**config.mk**
```make
export PLATFORM = sky130hd
export DESIGN_NAME = freeze_wake_top
export DESIGN_NICKNAME = d
export VERILOG_FILES = /design/src/design/freeze_wake_pkg.sv /design/src/design/pin_wake_eval.sv /design/src/design/freeze_wake_top.sv
export VERILOG_INCLUDE_DIRS = /design/src /design/src/design
export SDC_FILE = /design/constraint.sdc
export NUM_CORES = 1
export LEC_CHECK = 0
export ABC_CLOCK_PERIOD_IN_PS = 1950
export BUFFER_PORTS_ARGS = -buffer_cell sky130_fd_sc_hd__buf_2
export CAP_MARGIN = 25
export CORE_UTILIZATION = 30
export DETAILED_ROUTE_END_ITERATION = 10
export MAX_ROUTING_LAYER = met4
export PLACE_DENSITY = 0.6
export SLEW_MARGIN = 10
export SYNTH_ARGS = -nofsm -noshare
export SYNTH_HDL_FRONTEND = slang
export SYNTH_HIERARCHICAL = 1
export SYNTH_SLANG_ARGS = --single-unit
```
**constraint.sdc**
```tcl
create_clock -name mclk -period 1.95 [get_ports mclk]
set_input_delay 0.39 -clock mclk [delete_from_list [all_inputs] [get_ports mclk]]
set_output_delay 0.39 -clock mclk [all_outputs]
set_load 0.01 [all_outputs]
```
**src/design/freeze_wake_defs.svh**
```systemverilog
/*
 Constants for the freeze wake logic.
 Assumes inclusion by bare name from the package and modules.
*/
`ifndef FREEZE_WAKE_DEFS_SVH
`define FREEZE_WAKE_DEFS_SVH
`define NUM_PINS 8
`define ROLE_W 3
`define ROLE_OFF 3'h0
`define ROLE_CHANGE 3'h1
`define ROLE_ON1 3'h2
`define ROLE_ON0 3'h3
`define ROLE_OUTPUT 3'h4
`define OSC_SLOW_KHZ 1000
`define OSC_FAST_KHZ 50000
`define CLK_SEL_SLOW 1'b0
`define CLK_SEL_FAST 1'b1
`define RAM_SUSPEND 1'b0
`define RAM_SLEEP 1'b1
`endif

```
**src/design/freeze_wake_pkg.sv**
```systemverilog
/*
 Types shared by the freeze wake logic.
 Assumes the constants header is on the include path.
*/
`include "freeze_wake_defs.svh"
package freeze_wake_pkg;
  typedef enum logic [2:0] {
    ST_ACTIVE = 3'b001,
    ST_FROZEN = 3'b010,
    ST_EXIT = 3'b100
  } freeze_state_t;
endpackage

```
**src/design/pin_wake_eval.sv**
```systemverilog
/*
 Combines per-pin wake roles into one pin wake condition.
 Assumes pins already synchronised and reference levels latched.
*/
`timescale 1ns/1ps
`include "freeze_wake_defs.svh"
module pin_wake_eval
  import freeze_wake_pkg::*;
(
  input wire logic [`NUM_PINS-1:0] pin_level,
  input wire logic [`NUM_PINS-1:0] ref_level,
  input wire logic [`NUM_PINS*`ROLE_W-1:0] pin_role,
  input wire logic [`NUM_PINS-1:0] pin_is_input,
  output logic pin_wake
);
  logic any_change;
  logic all_on1;
  logic all_on0;
  logic any_sig;
  logic [`ROLE_W-1:0] role;
  always_comb begin
    any_change = 1'b0;
    all_on1 = 1'b1;
    all_on0 = 1'b1;
    any_sig = 1'b0;
    role = `ROLE_OFF;
    for (int i = 0; i < `NUM_PINS; i++) begin
      role = pin_role[i*`ROLE_W +: `ROLE_W];
      if (pin_is_input[i]) begin
        if (role == `ROLE_CHANGE) begin
          any_change = any_change | (pin_level[i] ^ ref_level[i]);
        end
        if (role == `ROLE_ON1) begin
          any_sig = 1'b1;
          all_on1 = all_on1 & pin_level[i];
        end
        if (role == `ROLE_ON0) begin
          any_sig = 1'b1;
          all_on0 = all_on0 & ~pin_level[i];
        end
      end
    end
    // Empty signature group never wakes
    pin_wake = (any_sig & all_on0 & all_on1) | any_change;
  end
endmodule

```
**src/design/freeze_wake_top.sv**
```systemverilog
/*
 Freeze mode exit logic: pin wake, counter wake, interrupt routing,
 standby clock choice, fabric RAM retention and idle pin handling.
 Assumes the counter wake and force bit come from logic on mclk;
 pins are asynchronous and are synchronised here.
*/
`timescale 1ns/1ps
`include "freeze_wake_defs.svh"
// Operation
// - Pin or counter wake ends freeze
// - Only input pins join wake decision
// - Latch activity pin level at entry
// - Level differing from reference requests wake
// - Activity requests combine by OR
// - Signature needs all pins matching together
// - High match expects one, low zero
// - Low group AND high group
// - Pin wake is signature OR activity
// - One signature mismatch blocks signature
// - Idle pins tristate or hold level
// - Force bit raises counter wake interrupt
// - Wake interrupt to controller, fabric, processor
// - Processor and fabric delivery separately enabled
// - Standby clock from slow or fast oscillator
// - Fabric RAMs in suspend or sleep
// - Suspend keeps contents, sleep loses them
module freeze_wake_top
  import freeze_wake_pkg::*;
(
  input wire logic mclk,
  input wire logic nrst,
  input wire logic freeze_req,
  input wire logic [`NUM_PINS-1:0] pin_in,
  input wire logic [`NUM_PINS-1:0] pin_out_val,
  input wire logic [`NUM_PINS-1:0] pin_drive,
  input wire logic [`NUM_PINS-1:0] pin_is_input,
  input wire logic [`NUM_PINS*`ROLE_W-1:0] pin_role,
  input wire logic [`NUM_PINS-1:0] pin_hold_cfg,
  input wire logic counter_wake,
  input wire logic wake_force,
  input wire logic irq_cpu_en,
  input wire logic irq_fabric_en,
  input wire logic stby_clk_sel,
  input wire logic ram_state_sel,
  output logic [`NUM_PINS-1:0] pin_out,
  output logic [`NUM_PINS-1:0] pin_oe_n,
  output logic in_freeze,
  output logic wake_irq_ctrl,
  output logic wake_irq_cpu,
  output logic wake_irq_fabric,
  output logic stby_clk_fast,
  output logic fabric_large_ram_sleep,
  output logic fabric_micro_ram_sleep,
  output logic ram_contents_valid,
  output logic wake_pulse
);
  freeze_state_t state_r, state_nxt;
  logic [`NUM_PINS-1:0] sync1_r, sync2_r;
  logic [`NUM_PINS-1:0] ref_r, ref_nxt;
  logic [`NUM_PINS-1:0] last_r, last_nxt;
  logic [`NUM_PINS-1:0] pin_out_r, pin_out_nxt;
  logic [`NUM_PINS-1:0] oe_n_r, oe_n_nxt;
  logic irq_r, irq_nxt;
  logic clk_r, clk_nxt;
  logic sleep_r, sleep_nxt;
  logic valid_r, valid_nxt;
  logic wake_r, wake_nxt;
  logic pin_wake;

  function automatic logic joins_wake(input logic [`ROLE_W-1:0] r,
                                      input logic is_in);
    joins_wake = is_in & ((r == `ROLE_CHANGE) | (r == `ROLE_ON1) |
                          (r == `ROLE_ON0));
  endfunction

  // Two-stage synchroniser on pins
  always_ff @(posedge mclk or negedge nrst) begin
    if (!nrst) begin
      sync1_r <= '0;
      sync2_r <= '0;
    end else begin
      sync1_r <= pin_in;
      sync2_r <= sync1_r;
    end
  end

  pin_wake_eval pin_wake_eval_i (
    .pin_level(sync2_r),
    .ref_level(ref_r),
    .pin_role(pin_role),
    .pin_is_input(pin_is_input),
    .pin_wake(pin_wake)
  );

  always_comb begin
    state_nxt = state_r;
    ref_nxt = ref_r;
    last_nxt = last_r;
    pin_out_nxt = pin_out_r;
    oe_n_nxt = oe_n_r;
    irq_nxt = counter_wake | wake_force;
    clk_nxt = clk_r;
    sleep_nxt = sleep_r;
    valid_nxt = valid_r;
    wake_nxt = 1'b0;
    case (state_r)
      ST_ACTIVE: begin
        pin_out_nxt = pin_out_val;
        oe_n_nxt = ~pin_drive;
        last_nxt = pin_out_val;
        if (freeze_req) begin
          state_nxt = ST_FROZEN;
          ref_nxt = sync2_r;
          clk_nxt = (stby_clk_sel == `CLK_SEL_FAST);
          sleep_nxt = (ram_state_sel == `RAM_SLEEP);
          for (int i = 0; i < `NUM_PINS; i++) begin
            if (!joins_wake(pin_role[i*`ROLE_W +: `ROLE_W],
                            pin_is_input[i])) begin
              // Hold on a driven pin keeps last level, else tristate
              oe_n_nxt[i] = ~(pin_hold_cfg[i] & pin_drive[i]);
              pin_out_nxt[i] = last_r[i] & pin_hold_cfg[i];
            end else begin
              oe_n_nxt[i] = 1'b1;
              pin_out_nxt[i] = 1'b0;
            end
          end
        end
      end
      ST_FROZEN: begin
        if (pin_wake || irq_r) begin
          state_nxt = ST_EXIT;
          wake_nxt = 1'b1;
          valid_nxt = ~sleep_r;
        end
      end
      ST_EXIT: begin
        state_nxt = ST_ACTIVE;
        sleep_nxt = 1'b0;
        clk_nxt = 1'b0;
      end
      default: begin
        state_nxt = ST_ACTIVE;
      end
    endcase
  end

  always_ff @(posedge mclk or negedge nrst) begin
    if (!nrst) begin
      state_r <= ST_ACTIVE;
      ref_r <= '0;
      last_r <= '0;
      pin_out_r <= '0;
      oe_n_r <= '1;
      irq_r <= 1'b0;
      clk_r <= 1'b0;
      sleep_r <= 1'b0;
      valid_r <= 1'b0;
      wake_r <= 1'b0;
    end else begin
      state_r <= state_nxt;
      ref_r <= ref_nxt;
      last_r <= last_nxt;
      pin_out_r <= pin_out_nxt;
      oe_n_r <= oe_n_nxt;
      irq_r <= irq_nxt;
      clk_r <= clk_nxt;
      sleep_r <= sleep_nxt;
      valid_r <= valid_nxt;
      wake_r <= wake_nxt;
    end
  end

  assign pin_out = pin_out_r;
  assign pin_oe_n = oe_n_r;
  assign in_freeze = (state_r == ST_FROZEN);
  assign wake_irq_ctrl = irq_r;
  assign wake_irq_cpu = irq_r & irq_cpu_en;
  assign wake_irq_fabric = irq_r & irq_fabric_en;
  assign stby_clk_fast = clk_r;
  assign fabric_large_ram_sleep = sleep_r;
  assign fabric_micro_ram_sleep = sleep_r;
  assign ram_contents_valid = valid_r;
  assign wake_pulse = wake_r;
endmodule

```
After elaboration in Yosys (flattened, before gate mapping)
Cells that the tools add are included.
- register bits after elaboration: 56
- logic and storage cells: 239
- equal/unequal tests: 29
- muxes and demuxes: 99
- bitwise operators: 93
- reduce and logical (&&, ||, !) cells: 6
- operator list (kind ; number):
    $mux 1 ; 92
    $eq 3x2->1 const B ; 17
    $and 1x1->1 ; 42
    $eq 3x1->1 const B ; 9
    $or 1x1->1 ; 25
    $not 1->1 ; 17
    $mux 8 ; 2
    $not 8->8 ; 1
    $reduce_and 2->1 ; 4
    $xor 1x1->1 ; 8
    $mux 3 ; 2
    $pmux 3 s2 ; 1
    $pmux 1 s2 ; 2
    $eq 3x3->1 const B ; 1
    $ne 2x1->1 const B ; 1
    $ne 2x2->1 const B ; 1
    $reduce_bool 2->1 ; 1
    $logic_or 1x1->1 ; 1

Depth between registers and ports, before layout
- depth in word-level cells: 31
- mapped depth: 7
- gate-level depth less buffers: 7

Hierarchy
The synthesis kept the hierarchy.
- by module, submodules not included (module ; instances ; cells an instance ; area each (µm²) ; sequential area each (µm²)):
    freeze_wake_top ; 1 ; 202 ; 2308.5 ; 1412.6
    pin_wake_eval ; 1 ; 46 ; 372.9 ; 0.0

Least setup slack after synthesis
OpenSTA, ideal clock, no wires.
- path type: input-to-reg
- from: input pin_role[3]
- to: register valid_r (netlist: ram_contents_valid)
- arrival time: 1.656 ns
- required time: 1.871 ns
- setup slack: 0.214 ns
- cell stages on the path: 7
- cell sequence: xor2_1 -> o22ai_1 -> or4_1 -> o21ai_1 -> nor2_1 -> and2b_1 -> mux2i_1
- longest elaborated chain between the ends: 27
- elaborated cells on any way between the ends: 89
- RTL lines (element ; RTL line ; RTL):
    start, declared ; freeze_wake_top.sv:37 ; input wire logic [`NUM_PINS*`ROLE_W-1:0] pin_role,
    $eq 3x2->1 (no source line) ; n/a ;
    $mux 1 ; pin_wake_eval.sv:33 ; if (role == `ROLE_ON1) begin
    $mux 1 ; pin_wake_eval.sv:37 ; if (role == `ROLE_ON0) begin
    $mux 1 ; pin_wake_eval.sv:29 ; if (pin_is_input[i]) begin
    $mux 1 ; pin_wake_eval.sv:33 ;
    $mux 1 ; pin_wake_eval.sv:37 ;
    $mux 1 ; pin_wake_eval.sv:29 ;
    $mux 1 ; pin_wake_eval.sv:33 ;
    [... 11 more ...] ; n/a ;
    $mux 1 ; pin_wake_eval.sv:33 ;
    $mux 1 ; pin_wake_eval.sv:37 ;
    $mux 1 ; pin_wake_eval.sv:29 ;
    $and 1x1->1 (2 in a row) ; pin_wake_eval.sv:44 ; pin_wake = (any_sig & all_on0 & all_on1) | any_change;
    $or 1x1->1 (*) ; pin_wake_eval.sv:44 ;
    via pin_wake ; freeze_wake_top.sv:68 ; logic pin_wake;
    $logic_or 1x1->1 (*) ; freeze_wake_top.sv:130 ; if (pin_wake || irq_r) begin
    $reduce_and 2->1 (no source line) (*) ; n/a ;
    end signal, assigned ; freeze_wake_top.sv:168 ; valid_r <= valid_nxt;
    end, declared ; freeze_wake_top.sv:66 ; logic valid_r, valid_nxt;
The timed path passes the listed nets; every way through them passes the cells marked *.
A chain may end at the register's enable or synchronous reset.

Worst setup path in the final report
- from: register sync2_r[1]
- to: register valid_r (netlist: ram_contents_valid)
- longest elaborated chain between the ends: 27
- elaborated cells on any way between the ends: 70
- RTL lines (element ; RTL line ; RTL):
    start, declared ; freeze_wake_top.sv:58 ; logic [`NUM_PINS-1:0] sync1_r, sync2_r;
    start signal, assigned ; freeze_wake_top.sv:83 ; sync2_r <= sync1_r;
    $not 1->1 ; pin_wake_eval.sv:39 ; all_on0 = all_on0 & ~pin_level[i];
    $and 1x1->1 ; pin_wake_eval.sv:39 ;
    $mux 1 ; pin_wake_eval.sv:37 ;
    $mux 1 ; pin_wake_eval.sv:29 ;
    $and 1x1->1 ; pin_wake_eval.sv:39 ;
    $mux 1 ; pin_wake_eval.sv:37 ;
    $mux 1 ; pin_wake_eval.sv:29 ;
    $and 1x1->1 ; pin_wake_eval.sv:39 ;
    [... 11 more ...] ; n/a ;
    $and 1x1->1 ; pin_wake_eval.sv:39 ;
    $mux 1 ; pin_wake_eval.sv:37 ;
    $mux 1 ; pin_wake_eval.sv:29 ;
    $and 1x1->1 (2 in a row) ; pin_wake_eval.sv:44 ;
    $or 1x1->1 (*) ; pin_wake_eval.sv:44 ;
    via pin_wake ; freeze_wake_top.sv:68 ;
    $logic_or 1x1->1 (*) ; freeze_wake_top.sv:130 ;
    $reduce_and 2->1 (no source line) (*) ; n/a ;
Marked as above.

==> impl_metrics.csv <==
group,metric,value,unit
power,power_density,1233,nW/µm²
routing,route.detailed.vias_per_inst,4.665,
global_routing,grt_overflow,0,
synth,ys_seq_elements,56,
routing,route.detailed.drc,0,
sta,timing.slew.headroom,52.53,%
sta,timing.fmax,535.0,MHz
floorplan,die_area,9320,µm²
floorplan,fp.dieH,96.54,µm
clock_tree,clock_insertion_delay_worst_skew,310,ps
setup_path,path_class,"reg -> reg",
placed_design,pre_cts_slack,-83.11,ps
clock_tree,cts.reportedPaths.clkPinSlew,100,ps
clock_tree,cts_max_path_buffers,2,
setup_path,worstPathRequired,2170,ps
sta,period_minus_slack,1869,ps
floorplan,die_x,96.54,µm
routing,via_count,2174,
synth,postSynth.asyncResetShare,100.0,%
placed_design,placedCellCount,456,
setup_path,cp_arrival,2090,ps
placed_design,place.detailed.hpwl,5120,µm
routing,routed_wire_length_per_instance,13.96,µm
setup_path,critPathMaxFanout,2,
placed_design,gpl.final_weighted_congestion,0.8806,
synth,number_of_warnings_reported_in_the_yosys_synthesis_log,6,
synth,post_synth_inst_count,248,
sta,finClkSkew,14.88,ps
final_layout,final_core_util,39.71,%
final_layout,mostFrequentLayoutCells,"buf_2, dfrtp_1, nand2_1, nor2_1",
synth,synth-seq-area-share,52.68,%
synth,netlist_area,2681,µm²
final_layout,layout-drive-gt1-share,40.78,%
setup_path,timing.critical_path.to_type,"flop",
power,total_leakage_power,1.669,nW
synth,synth-edff-count,0,
final_layout,layout.cells.most_common,"buf_2",
global_routing,maximum_number_of_pins_on_one_net_before_global_route_repair,57,
power,irDropWorstVdd,0.0005778,V
clock_tree,htreeDepth,2,
floorplan,initial_core_util,30.90,%
sta,setup_viol,0,
clock_tree,cts.root.buffer_cell,"clkbuf_8",
sta,slew_viol_final,0,
global_routing,grtUsageTotal,14.95,%
synth,post_synth.cell_area_avg,10.81,µm²
final_layout,num_antenna_cells,0,
global_routing,grt_first_pass_wirelength,9811,µm
sta,worst_slew_pin_slew,712.0,ps
setup_path,worst_setup_path_start_kind,"flop",
final_layout,instances_no_fill,466,
routing,detail_route.first_pass.iterations,6,
placed_design,portBuffers,97,
floorplan,ioPinCount,98,
final_layout,nFillCells,878,
final_layout,post-route-cell-area,3446,µm²
routing,iter_0_drt_violations,43,
sta,final.setup.worst_slack,80.91,ps
placed_design,post_dp_cell_area,3346,µm²
global_routing,antenna_found_initial,0,
clock_tree,tritoncts,"built",
final_layout,final_nets,430,
floorplan,fp-row-count,34,
flow_run,maxCapViolCount,0,
synth,yosysUniqueCellTypes,36,
routing,ant_nets,0,
sta,final_min_period_over_clock_period,95.85,%
sta,hold_viol_final,0,
min_path,min_path_type,"in -> async",
synth,dominantRegCellSynth,"dfrtp_1",
routing,routed_wirelength,6507,µm
clock_tree,number_of_sinks_handled_by_clock_tree_synthesis,56,
global_routing,via_count_of_the_first_global_routing_pass,2009,
clock_tree,numCtsBuffers,5,
run_status,outcome,"complete, no violations",
final_layout,layout-area-overhead-vs-synth,28.51,%
sta,final_setup_tns,0,ps
synth,syn-num-nets,321,
floorplan,placeableCoreArea,8678,µm²
cell families after synthesis:
kind of cell	share of synthesized area (%)
buffers and inverters	3.453
AO/OA/AOI/OAI	11.57
AND/OR/NAND/NOR	20.35
XOR/XNOR	5.226
multiplexers	6.720
flip-flops	52.68
what timing repair did:
action	CTS	global route
hold buffers	0	0
resized for setup	0	1
endpoints found under the setup margin	0	1
setup buffers	0	2
flip-flops by register name, summed over array words and instances, names as in the netlist, 3 cells and up:
name      flops
pin_oe_n      8
sync1_r       8
pin_out       8
ref_r         8
sync2_r       8
state_r       3
last_r        8
power breakdown:
group          internal [mW]  leakage (nW)  switching, mW
clock network          0.254        0.0422          0.364
registers               1.64         0.652          0.231
logic                  0.859         0.975          0.901
per-stage QoR:
step	power, mW	hold slack, ps
after floorplan	3.099	94.41
after global placement	3.625	333.4
after detailed placement	3.696	334.7
after CTS	4.326	75.16
after global routing	4.619	76.96
final	4.250	70.14
final timing paths:
check	from	to	slack, ps	cells after the start
min reg2reg	sync1_r[6]	sync2_r[6]	350	0
max in group asynchronous	nrst	pin_oe_n[5]	1590	2
min in group mclk	pin_in[6]	sync1_r[6]	180	1
min	nrst	last_r[1]	70	2
max	sync2_r[1]	ram_contents_valid	80	7
max reg2reg	sync2_r[1]	ram_contents_valid	80	7
synth_stat cells, types with 6 or more instances:
| master | instances | area (µm²) |
|---|---|---|
| inv_1 | 9 | 33.78 |
| a31oi_1 | 8 | 50.05 |
| nor2_1 | 18 | 67.56 |
| nand3_1 | 6 | 30.03 |
| nand3b_1 | 8 | 60.06 |
| dfstp_2 | 9 | 236.5 |
| dfrtp_1 | 47 | 1176 |
| nor4bb_1 | 8 | 80.08 |
| nand2b_1 | 16 | 100.1 |
| mux2_2 | 8 | 90.09 |
| mux2i_1 | 9 | 90.09 |
| a31o_2 | 8 | 70.07 |
| nand2_1 | 26 | 97.59 |
| xor2_1 | 16 | 140.1 |
| o21ai_0 | 10 | 50.05 |
| o2111ai_1 | 8 | 70.07 |
critical path: stages (launching register included):
cell     delay [ps]
dfrtp_1         410
xor2_1          160
o22ai_1         100
or4_1           530
o21ai_2         130
nor2_1           60
and2b_1         230
mux2i_1         180
area by class of cell:
type | count | area, µm² | area share (%)
sequential | 56 | 1413 | 40.99
multi-input combinational | 174 | 1180 | 34.24
timing repair buffer | 111 | 603.1 | 17.50
tap | 108 | 135.1 | 3.922
clock buffer | 7 | 76.32 | 2.215
inverter | 9 | 33.78 | 0.9804
clock inverter | 1 | 5.005 | 0.1452
per-layer routing:
metal	global-route usage, %	wire [µm]	up-vias
met1	18.73	2977	1009
met3	2.895	245	12
met4	5.760	159	0
met5	-	0	-
met2	23.88	3125	54
li1	-	-	1099
Power figures use the tool's default switching activity.
